`config.mk`:
```
export PLATFORM = sky130hd
export DESIGN_NAME = acr_top
export DESIGN_NICKNAME = d
export VERILOG_FILES = /design/src/acr_pkg.sv /design/src/acr_clkdiv.sv /design/src/acr_seq.sv /design/src/acr_top.sv
export SDC_FILE = /design/constraint.sdc
export NUM_CORES = 1
export LEC_CHECK = 0
export ABC_CLOCK_PERIOD_IN_PS = 5300
export BUFFER_PORTS_ARGS = -buffer_cell sky130_fd_sc_hd__buf_2
export CORE_UTILIZATION = 59
export CTS_BUF_LIST = sky130_fd_sc_hd__clkbuf_4 sky130_fd_sc_hd__clkbuf_8 sky130_fd_sc_hd__clkbuf_16
export DETAILED_ROUTE_END_ITERATION = 10
export PLACE_DENSITY = 0.91
export SLEW_MARGIN = 10
export SYNTH_ARGS = -nofsm -noshare
export SYNTH_HDL_FRONTEND = slang
export SYNTH_HIERARCHICAL = 1
export SYNTH_SLANG_ARGS = --single-unit
```
`constraint.sdc`:
```
create_clock -name clk_sys -period 5.3 [get_ports clk_sys]
set_input_delay 0.265 -clock clk_sys [delete_from_list [all_inputs] [get_ports clk_sys]]
set_output_delay 0.265 -clock clk_sys [all_outputs]
set_load 0.005 [all_outputs]
```
`src/acr_pkg.sv`:
```
// Package: register map, field positions and timing for the converter control block
package acr_pkg;
    // Register addresses on the special function register port
    localparam logic [7:0] ACR_ADDR_CLKDIV = 8'hf2;
    localparam logic [7:0] ACR_ADDR_CONTROL = 8'hf3;
    localparam logic [7:0] ACR_ADDR_RES_LOW = 8'hf4;
    localparam logic [7:0] ACR_ADDR_RES_HIGH = 8'hf5;
    localparam logic [7:0] ACR_ADDR_PINCFG = 8'hf6;
    // Control and prescaler register field positions
    localparam int ACR_BIT_QUIET = 6;
    localparam int ACR_BIT_ENABLE = 5;
    localparam int ACR_BIT_DONE = 4;
    localparam int ACR_BIT_START = 3;
    localparam int ACR_CH_MSB = 2;
    localparam int ACR_PRS_MSB = 4;
    // Reset values
    localparam logic [7:0] ACR_RST_BYTE = 8'h00;
    localparam logic [4:0] ACR_RST_PRS = 5'h00;
    localparam logic [2:0] ACR_RST_CH = 3'h0;
    localparam logic [9:0] ACR_RST_RESULT = 10'h000;
    // Reserved bits read as this (indeterminate in the part, fixed here)
    localparam logic [7:0] ACR_RSVD_FILL = 8'h00;
    // Divider: zero prescaler means these divide ratios in peripheral clocks
    localparam logic [7:0] ACR_DIV_ZERO_X1 = 8'h80;
    localparam logic [7:0] ACR_DIV_ZERO_X2 = 8'h40;
    localparam int ACR_MULT_X1_SHIFT = 2;
    localparam int ACR_MULT_X2_SHIFT = 1;
    // Conversion length in converter clocks: sample plus ten bits
    localparam logic [3:0] ACR_CONV_CLOCKS = 4'hb;

    typedef enum logic [1:0] {
        ACR_IDLE = 2'b00,
        ACR_RUN = 2'b01,
        ACR_DONE = 2'b11
    } acr_state_t;

    // Request towards the analog core
    typedef struct packed {
        logic enable;
        logic [2:0] channel;
        logic sample;
    } acr_core_req_t;
endpackage : acr_pkg

```
`src/acr_clkdiv.sv`:
```
// Converter clock divider producing a one-cycle enable pulse
`timescale 1ns/1ps
module acr_clkdiv
    import acr_pkg::*;
(
    input wire logic clk_sys,
    input wire logic arst_n,
    input wire logic run,
    input wire logic double_speed_clock_mode,
    input wire logic [4:0] clock_divider_value,
    output logic tick
);
    logic [7:0] ratio;
    logic [7:0] cnt_reg;

    // Ratio in crystal clocks; zero prescaler takes the long fixed ratio
    always_comb begin
        if (clock_divider_value == ACR_RST_PRS) begin
            ratio = double_speed_clock_mode ? ACR_DIV_ZERO_X2 : ACR_DIV_ZERO_X1;
        end else if (double_speed_clock_mode) begin
            ratio = {3'h0, clock_divider_value} << ACR_MULT_X2_SHIFT;
        end else begin
            ratio = {3'h0, clock_divider_value} << ACR_MULT_X1_SHIFT;
        end
    end

    // Counter restarts while idle so each conversion begins on a full period
    always_ff @(posedge clk_sys or negedge arst_n) begin
        if (!arst_n) begin
            cnt_reg <= 8'h00;
        end else if (!run || cnt_reg >= ratio - 8'h01) begin
            cnt_reg <= 8'h00;
        end else begin
            cnt_reg <= cnt_reg + 8'h01;
        end
    end

    assign tick = run && (cnt_reg >= ratio - 8'h01);
endmodule : acr_clkdiv

```
`src/acr_seq.sv`:
```
// Conversion sequencer counting converter clocks and capturing the result
`timescale 1ns/1ps
module acr_seq
    import acr_pkg::*;
#(
    parameter logic [3:0] CONV_CLOCKS = ACR_CONV_CLOCKS
) (
    input wire logic clk_sys,
    input wire logic arst_n,
    input wire logic launch,
    input wire logic tick,
    input wire logic [9:0] core_result,
    output logic busy,
    output logic finish,
    output logic [9:0] result_reg
);
    acr_state_t state_reg;
    logic [3:0] clocks_reg;

    // Idle, run for the conversion length, one cycle of completion
    always_ff @(posedge clk_sys or negedge arst_n) begin
        if (!arst_n) begin
            state_reg <= ACR_IDLE;
            clocks_reg <= 4'h0;
        end else begin
            case (state_reg)
                ACR_IDLE: begin
                    clocks_reg <= 4'h0;
                    if (launch) begin
                        state_reg <= ACR_RUN;
                    end
                end
                ACR_RUN: begin
                    if (tick) begin
                        clocks_reg <= clocks_reg + 4'h1;
                        if (clocks_reg == CONV_CLOCKS - 4'h1) begin
                            state_reg <= ACR_DONE;
                        end
                    end
                end
                default: begin
                    state_reg <= ACR_IDLE;
                end
            endcase
        end
    end

    // Result latched at completion so both bytes change together
    always_ff @(posedge clk_sys or negedge arst_n) begin
        if (!arst_n) begin
            result_reg <= ACR_RST_RESULT;
        end else if (state_reg == ACR_DONE) begin
            result_reg <= core_result;
        end
    end

    assign busy = (state_reg != ACR_IDLE);
    assign finish = (state_reg == ACR_DONE);
endmodule : acr_seq

```
`src/acr_top.sv`:
```
// Converter control registers: pin config, control, prescaler and result bytes
//
// Notes on behaviour
// - Quiet bit halts the CPU during conversion; peripherals keep running.
// - Enable bit powers the converter; clear puts it in standby.
// - Standard mode: crystal over four times prescaler, or 128 when zero.
// - Double speed: crystal over two times prescaler, or 64 when zero.
// - Reserved prescaler and low result bits are undefined; never write ones.
// - High result byte is read-only, holding result bits 9 to 2.
// - Low result byte is read-only, holding result bits 1 to 0.
// - Reset clears all control bits: standby, idle, channel zero.
// - Reset clears pin configuration so no pin is an analog input.
// - Start on a channel whose pin bit is clear does nothing.
// - Start bit launches one conversion; hardware clears it on completion.
// - Done flag set when result ready; only software clears it.
// - Channel code 0 to 7 selects analog input 0 to 7.
`timescale 1ns/1ps
module acr_top
    import acr_pkg::*;
#(
    parameter logic [3:0] CONV_CLOCKS = ACR_CONV_CLOCKS
) (
    input wire logic clk_sys,
    input wire logic arst_n,
    input wire logic [7:0] sfr_addr,
    input wire logic sfr_wr,
    input wire logic sfr_rd,
    input wire logic [7:0] sfr_wdata,
    output logic [7:0] sfr_rdata,
    output logic sfr_hit,
    input wire logic double_speed_clock_mode,
    input wire logic [9:0] core_result,
    output acr_core_req_t core_req,
    output logic [7:0] pin_as_analog_input,
    output logic cpu_hold,
    output logic conversion_done_flag,
    input wire logic converter_irq_enable,
    input wire logic global_irq_enable,
    output logic converter_irq
);
    ////////////////////////////////////////////////////////////////////////
    // Registers
    logic quiet_cpu_during_conversion_reg;
    logic converter_enable_reg;
    logic done_reg;
    logic start_reg;
    logic [2:0] channel_select_reg;
    logic [4:0] clock_divider_value_reg;
    logic [7:0] pin_config_reg;
    logic [7:0] sfr_rdata_reg;
    logic busy;
    logic finish;
    logic tick;
    logic launch;
    logic [9:0] result_reg;
    logic wr_ctl;

    assign wr_ctl = sfr_wr && (sfr_addr == ACR_ADDR_CONTROL);

    // A start is only acted on for an enabled converter and a configured pin
    assign launch = start_reg && !busy && converter_enable_reg
                    && pin_config_reg[channel_select_reg];

    // Control register; reset leaves standby, channel zero, nothing pending
    always_ff @(posedge clk_sys or negedge arst_n) begin
        if (!arst_n) begin
            quiet_cpu_during_conversion_reg <= 1'b0;
            converter_enable_reg <= 1'b0;
            channel_select_reg <= ACR_RST_CH;
        end else if (wr_ctl) begin
            quiet_cpu_during_conversion_reg <= sfr_wdata[ACR_BIT_QUIET];
            converter_enable_reg <= sfr_wdata[ACR_BIT_ENABLE];
            channel_select_reg <= sfr_wdata[ACR_CH_MSB:0];
        end
    end

    // Start bit: software sets it, completion clears it; dead starts drop
    always_ff @(posedge clk_sys or negedge arst_n) begin
        if (!arst_n) begin
            start_reg <= 1'b0;
        end else if (finish) begin
            start_reg <= 1'b0;
        end else if (wr_ctl) begin
            start_reg <= sfr_wdata[ACR_BIT_START];
        end else if (start_reg && !busy && !launch) begin
            start_reg <= 1'b0;
        end
    end

    // Done flag: hardware set wins over a software clear in the same cycle
    always_ff @(posedge clk_sys or negedge arst_n) begin
        if (!arst_n) begin
            done_reg <= 1'b0;
        end else if (finish) begin
            done_reg <= 1'b1;
        end else if (wr_ctl && !sfr_wdata[ACR_BIT_DONE]) begin
            done_reg <= 1'b0;
        end
    end

    // Prescaler and pin configuration; reserved prescaler bits not stored
    always_ff @(posedge clk_sys or negedge arst_n) begin
        if (!arst_n) begin
            clock_divider_value_reg <= ACR_RST_PRS;
            pin_config_reg <= ACR_RST_BYTE;
        end else if (sfr_wr && sfr_addr == ACR_ADDR_CLKDIV) begin
            clock_divider_value_reg <= sfr_wdata[ACR_PRS_MSB:0];
        end else if (sfr_wr && sfr_addr == ACR_ADDR_PINCFG) begin
            pin_config_reg <= sfr_wdata;
        end
    end

    ////////////////////////////////////////////////////////////////////////
    // Read path; result bytes ignore writes
    always_ff @(posedge clk_sys or negedge arst_n) begin
        if (!arst_n) begin
            sfr_rdata_reg <= ACR_RST_BYTE;
        end else if (sfr_rd) begin
            if (sfr_addr == ACR_ADDR_CLKDIV) begin
                sfr_rdata_reg <= {ACR_RSVD_FILL[7:5], clock_divider_value_reg};
            end else if (sfr_addr == ACR_ADDR_CONTROL) begin
                sfr_rdata_reg <= {1'b0, quiet_cpu_during_conversion_reg, converter_enable_reg,
                                  done_reg, start_reg, channel_select_reg};
            end else if (sfr_addr == ACR_ADDR_RES_LOW) begin
                sfr_rdata_reg <= {ACR_RSVD_FILL[7:2], result_reg[1:0]};
            end else if (sfr_addr == ACR_ADDR_RES_HIGH) begin
                sfr_rdata_reg <= result_reg[9:2];
            end else if (sfr_addr == ACR_ADDR_PINCFG) begin
                sfr_rdata_reg <= pin_config_reg;
            end else begin
                sfr_rdata_reg <= ACR_RST_BYTE;
            end
        end
    end

    assign sfr_rdata = sfr_rdata_reg;
    assign sfr_hit = (sfr_addr >= ACR_ADDR_CLKDIV) && (sfr_addr <= ACR_ADDR_PINCFG);

    ////////////////////////////////////////////////////////////////////////
    // Converter clock and sequencing
    acr_clkdiv u_clkdiv (
        .clk_sys(clk_sys),
        .arst_n(arst_n),
        .run(busy),
        .double_speed_clock_mode(double_speed_clock_mode),
        .clock_divider_value(clock_divider_value_reg),
        .tick(tick)
    );

    acr_seq #(
        .CONV_CLOCKS(CONV_CLOCKS)
    ) u_seq (
        .clk_sys(clk_sys),
        .arst_n(arst_n),
        .launch(launch),
        .tick(tick),
        .core_result(core_result),
        .busy(busy),
        .finish(finish),
        .result_reg(result_reg)
    );

    // Analog side: standby when disabled, sample the selected input
    assign core_req = '{
        enable: converter_enable_reg,
        channel: channel_select_reg,
        sample: busy && !finish
    };
    assign pin_as_analog_input = pin_config_reg;

    // CPU halted only while a quiet-mode conversion runs; released when the sequencer enters completion, a cycle before the done flag
    assign cpu_hold = quiet_cpu_during_conversion_reg && busy && !finish;
    assign conversion_done_flag = done_reg;
    // Enables live in the interrupt controller; gated here for delivery
    assign converter_irq = done_reg && converter_irq_enable && global_irq_enable;
endmodule : acr_top

```
# Yosys cells after proc, flatten, opt, wreduce, memory -nomap -nowiden
# Cells that the tools add are included.
[op_classes]
n_eq_ne = 11
bitwise_logic = 1
order_cmp = 4
muxes = 22
add_sub_neg = 3
n_reduce_logical = 29
[op_table]
columns = ["op", "n"]
rows = [
  ["$mux W8", 8],
  ["$eq A8 B8 Y1 const B", 5],
  ["$logic_and A1 B1 Y1", 15],
  ["$add A8 B1 Y8 const B", 1],
  ["$ge A8 B8 Y1", 1],
  ["$ge A8 B8 Y1 const B", 1],
  ["$le A8 B8 Y1 const B", 1],
  ["$pmux W4 S2", 1],
  ["$sub A8 B1 Y8 const B", 1],
  ["$mux W7", 1],
  ["$mux W1", 6],
  ["$mux W2", 3],
  ["$reduce_bool A2 Y1", 3],
  ["$logic_not A5 Y1", 1],
  ["$add A4 B1 Y4 const B", 1],
  ["$eq A4 B4 Y1 const B", 1],
  ["$logic_not A1 Y1", 4],
  ["$lt A3 B4 Y1 const B", 1],
  ["$mux W4", 1],
  ["$ne A2 B2 Y1 const B", 2],
  ["$pmux W2 S2", 1],
  ["$reduce_and A2 Y1", 2],
  ["$bmux W1 S3", 1],
  ["$reduce_and A3 Y1", 1],
  ["other kinds (7)", 7],
]
[word_totals]
in_bits = 33
regBits = 52
elab_cells = 82

# Logic depth before layout (Yosys ltp)
[logic_depth]
ltp_word = 10
mapped_depth = 14
depth_no_buf = 13

# By module
# The synthesis kept the hierarchy.
[modules_own_cells]
columns = ["module", "cells_each", "area_each_um2", "n_inst"]
rows = [
  ["acr_top", 133, 1511.4, 1],
  ["acr_clkdiv", 81, 698.2, 1],
  ["acr_seq", 56, 695.7, 1],
]

# Worst setup path before layout
# OpenSTA, ideal clock, no wires.
[synth_path]
path_type = "input -> register"
startpoint = "input port double_speed_clock_mode"
endpoint = "register u_seq.clocks_reg[3]"
setup_time_ns = 0.069
cell_stages = 14
setup_slack_ns = 2.514
t_arrival_ns = 2.717
path_buffers = 1
cell_sequence = "buf_2 mux2i_1 ha_1 nor3_1 a31oi_1 o21ai_0 nand3b_1 ha_1 nand4_1 o221ai_1 and2_1 nand4_1 or4b_1 nand3_1"
[synth_via]
elab_chain_len = 7
word_cells_on_any_way = 8
cone_classes = "add/sub: 1; order compare: 1; eq/ne: 1; mux: 3; reduce/logical: 2"
[synth_rtl]
columns = ["element", "line", "source"]
rows = [
  ["start, declared", "acr_top.sv:31", "input wire logic double_speed_clock_mode,"],
  ["$mux W7 / $mux W8 (equally long branches)", "acr_clkdiv.sv:20, acr_clkdiv.sv:19", ""],
  ["$mux W8 *", "acr_clkdiv.sv:18", "if (clock_divider_value == ACR_RST_PRS) begin"],
  ["$sub A8 B1 Y8 *", "acr_clkdiv.sv:38", "assign tick = run && (cnt_reg >= ratio - 8'h01);"],
  ["$ge A8 B8 Y1 *", "acr_clkdiv.sv:38", ""],
  ["$logic_and A1 B1 Y1 *", "acr_clkdiv.sv:38", ""],
  ["via tick", "acr_top.sv:53", "logic tick;"],
  ["$ne A2 B2 Y1 (no source line) *", "--", ""],
  ["$reduce_and A2 Y1 (no source line) *", "--", ""],
  ["end signal, assigned", "acr_seq.sv:35", "clocks_reg <= clocks_reg + 4'h1;"],
  ["end, declared", "acr_seq.sv:18", "logic [3:0] clocks_reg;"],
]
# Mark *: on every way through the listed nets, which the timed path passes. The rest lies on a longest branch.
# A chain may end at the register's enable or synchronous reset.

# Final worst setup path
[layout_path]
startpoint = "register clock_divider_value_reg[1]"
endpoint = "register u_seq.clocks_reg[3]"
[layout_via]
elab_chain_len = 7
word_cells_on_any_way = 8
cone_classes = "add/sub: 1; order compare: 1; eq/ne: 1; mux: 2; reduce/logical: 3"
[layout_rtl]
columns = ["element", "line", "source"]
rows = [
  ["start, declared", "acr_top.sv:48", "logic [4:0] clock_divider_value_reg;"],
  ["start signal, assigned", "acr_top.sv:107", "clock_divider_value_reg <= sfr_wdata[ACR_PRS_MSB:0];"],
  ["$logic_not A5 Y1 / $mux W7 (equally long branches)", "acr_clkdiv.sv:18, acr_clkdiv.sv:20", ""],
  ["$mux W8 *", "acr_clkdiv.sv:18", ""],
  ["$sub A8 B1 Y8 *", "acr_clkdiv.sv:38", ""],
  ["$ge A8 B8 Y1 *", "acr_clkdiv.sv:38", ""],
  ["$logic_and A1 B1 Y1 *", "acr_clkdiv.sv:38", ""],
  ["via tick", "acr_top.sv:53", ""],
  ["$ne A2 B2 Y1 (no source line) *", "--", ""],
  ["$reduce_and A2 Y1 (no source line) *", "--", ""],
]
# Marked as above.

==> metrics <==
n_diodes 0; slowest stage delay, CP 0.49 ns; critical-path cell list mux2i_1, ha_1, nor3_1, a31oi_1, o21ai_0, nand3b_1, ha_1, nand4_1, o221ai_1, and2_1, nand4_1, or4b_1, nand3_1; placer congestion estimate 0.846; Placed Cells 383; Total GRT Usage 25.9%; leakage 1.64 nW; top_reg_cell synth dfrtp_1; post-synth net total between 300 and 400; initial antenna violation count 0; DP Worst Slack 2.24 ns; Clock Path Buffers 2; post-route cell area about 3300 um2; most frequent cells in the layout buf_2, dfrtp_1, mux2_2, inv_1, nor2_1; CTS HTree Levels 2; synthesized flop and latch total 52; Setup crit end kind register; vias per inst 5.89; pwr dens 236 nW/um2; total power 0.786 mW; Hold WC Path Type primary input to asynchronous set/reset pin; clock skew between 0.008 and 0.009 ns; die height between 70 and 80 um; dpl hpwl 4700 um; final setup vio count 0; Mapped Cells 270; Iter 0 DRT Violations 125; switching share of power 24.3%; vias in the first global route 2147; WS Path Type register to register; Post-synth ARST share 100%; Post-synth EDFFs 0; share of cells above drive strength 1 32.1%; WL per Instance 16.5 um; reg2reg path depth 13; Max Slew Vio Count 0; Worst-path clk slew 0.09 ns; via count 2303; NumNets Final 367; Worst VDD drop ~0.14 mV; grt ovf 0; Int Pwr about 0.59 mW; YS warnings 6; sequential power share 53.5%; final setup margin 2.26 ns; CP max FO 8; TritonCTS buffer count 5; Post-CTS Setup Inserts 0; most common cell after layout, fill and taps aside buf_2; Net Switching 0.191 mW; CTS sink cnt 52; core area around 4700 um2; cts repair resizes 0; worst slew pin tran 0.641 ns; CP startpoint kind register; # IOs 58; Placement Cell Area between 3000 and 4000 um2; largest net degree at the start of global routing 53; Comb power frac 10.9%; fin crit share 57.3%; Max Fclk 329 MHz; 1st-pass router iterations 7; Clock Latency Late Sink 0.31 ns; IO buf count 57; Worst R2R Start clock_divider_value_reg[1]$_DFFE_PN0P_; R2R Path End u_seq/clocks_reg[3]$_DFFE_PN0P_; r2r setup slk 2.26 ns; Syn Area/Cell 10.8 um2; CTS root buf clkbuf_8; maxcap violations 0; RSZ-0062 raised after global routing false; fin cells about 400; Die ar. between 5000 and 6000 um2; Starting Density 61.5%; sequential cell area fraction in the yosys report between 40% and 50%; violated checks DRC; CTS tree done; cell row count 25; # DRC 1; slowest CP cell dfrtp_1; Distinct cells, synth 48; min cycle time layout a little over 3 ns; Synth Cell Area 2910 um2; WL final 6450 um; die width 72.2 um; setup TNS 0 ns; Antenna Nets Post-Route 0; crit path DAT between 3 and 4 ns; CTS Hold Buffers Added 0; status complete, but fails checks; Area Growth Syn to Fin 14.6%; slew margin rel. 57.3%; Final Hold Vio Count 0; first-pass GRT wire length 10500 um; Largest register FFs 10; clock power share 35.6%; worst path required time 5.55 ns
metal layers:
metal	wire length [um]	global-route usage (%)
met1	2950	36.4
met3	312	4.17
met2	3120	41.6
met4	65	7.41
met5	0	0
area by class of cell:
type                            instances  area [um2]
Timing Repair Buffer                   58         293
Clock buffer                            6        76.3
Fill cell                             336        1390
Inverter                               18        68.8
Tap cell                               67        83.8
Clock inverter                          2        38.8
Multi-Input combinational cell        188        1470
Sequential cell                        52        1300
cells in the mapped netlist, types with 6 or more instances:
library cell / number / area share, %
xor2_1: 7 / 2.1
a22oi_1: 8 / 2.1
ha_1: 11 / 4.7
nor2b_1: 9 / 1.9
o22ai_1: 12 / 2.6
buf_2: 6 / 1.0
nand3_1: 10 / 1.7
dfrtp_1: 52 / 45
o21ai_0: 7 / 1.2
a21oi_1: 10 / 1.7
inv_1: 17 / 2.2
mux2_2: 26 / 10
nand2_1: 10 / 1.3
nor2_1: 16 / 2.1
per-stage QoR:
step	hold slack, ns	utilization [%]
after floorplan	-0.0306	-
after CTS	0.0799	70.5
final	0.0467	70.5
after global routing	0.106	70.5
after global placement	0.409	68.1
after detailed placement	0.420	68.1
critical path: cells and delay by family, from the launching register on:
family                   cells  cell delay [ns]
AND/OR/NAND/NOR              7             1.35
flip-flops                   1             0.49
AO/OA/AOI/OAI                3             0.41
multiplexers                 1             0.13
adder cells (fa/ha/maj)      2             0.61
power groups by stage:
stage	Sequential, mW	Combinational, mW	Clock, mW
finish	0.420	0.0854	0.280
global placement	0.427	0.0810	0
global route	0.422	0.0946	0.302
floorplan	0.423	0.0493	0
detailed placement	0.428	0.0845	0
CTS	0.420	0.0853	0.289
worst max-delay path by stage:
stage                                                       from                              end  slack, ns  cells past startpoint
after floorplan                          double_speed_clock_mode  u_seq/clocks_reg[3]$_DFFE_PN0P_       2.51                     14
after global placement                   double_speed_clock_mode  u_seq/clocks_reg[3]$_DFFE_PN0P_       2.35                     13
after detailed placement                 double_speed_clock_mode  u_seq/clocks_reg[3]$_DFFE_PN0P_       2.24                     13
after CTS                 clock_divider_value_reg[1]$_DFFE_PN0P_  u_seq/clocks_reg[3]$_DFFE_PN0P_       2.28                     13
after global routing      clock_divider_value_reg[0]$_DFFE_PN0P_  u_seq/clocks_reg[3]$_DFFE_PN0P_       2.02                     13
final                     clock_divider_value_reg[1]$_DFFE_PN0P_  u_seq/clocks_reg[3]$_DFFE_PN0P_       2.26                     13
cell families (layout without fill, tap and decap cells):
family,Yosys count,count (layout),synth area share (%)
AOI/OAI and AO/OA,57,57,13.4
xor gates and xnor gates,8,8,2.41
adders and majority gates,11,11,4.74
buffers and inverters,30,84,4.69
DFF,52,52,44.8
muxes,37,37,15.2
and+or+nand+nor,75,75,14.8
No activity file was read; power rests on OpenSTA's default activity.
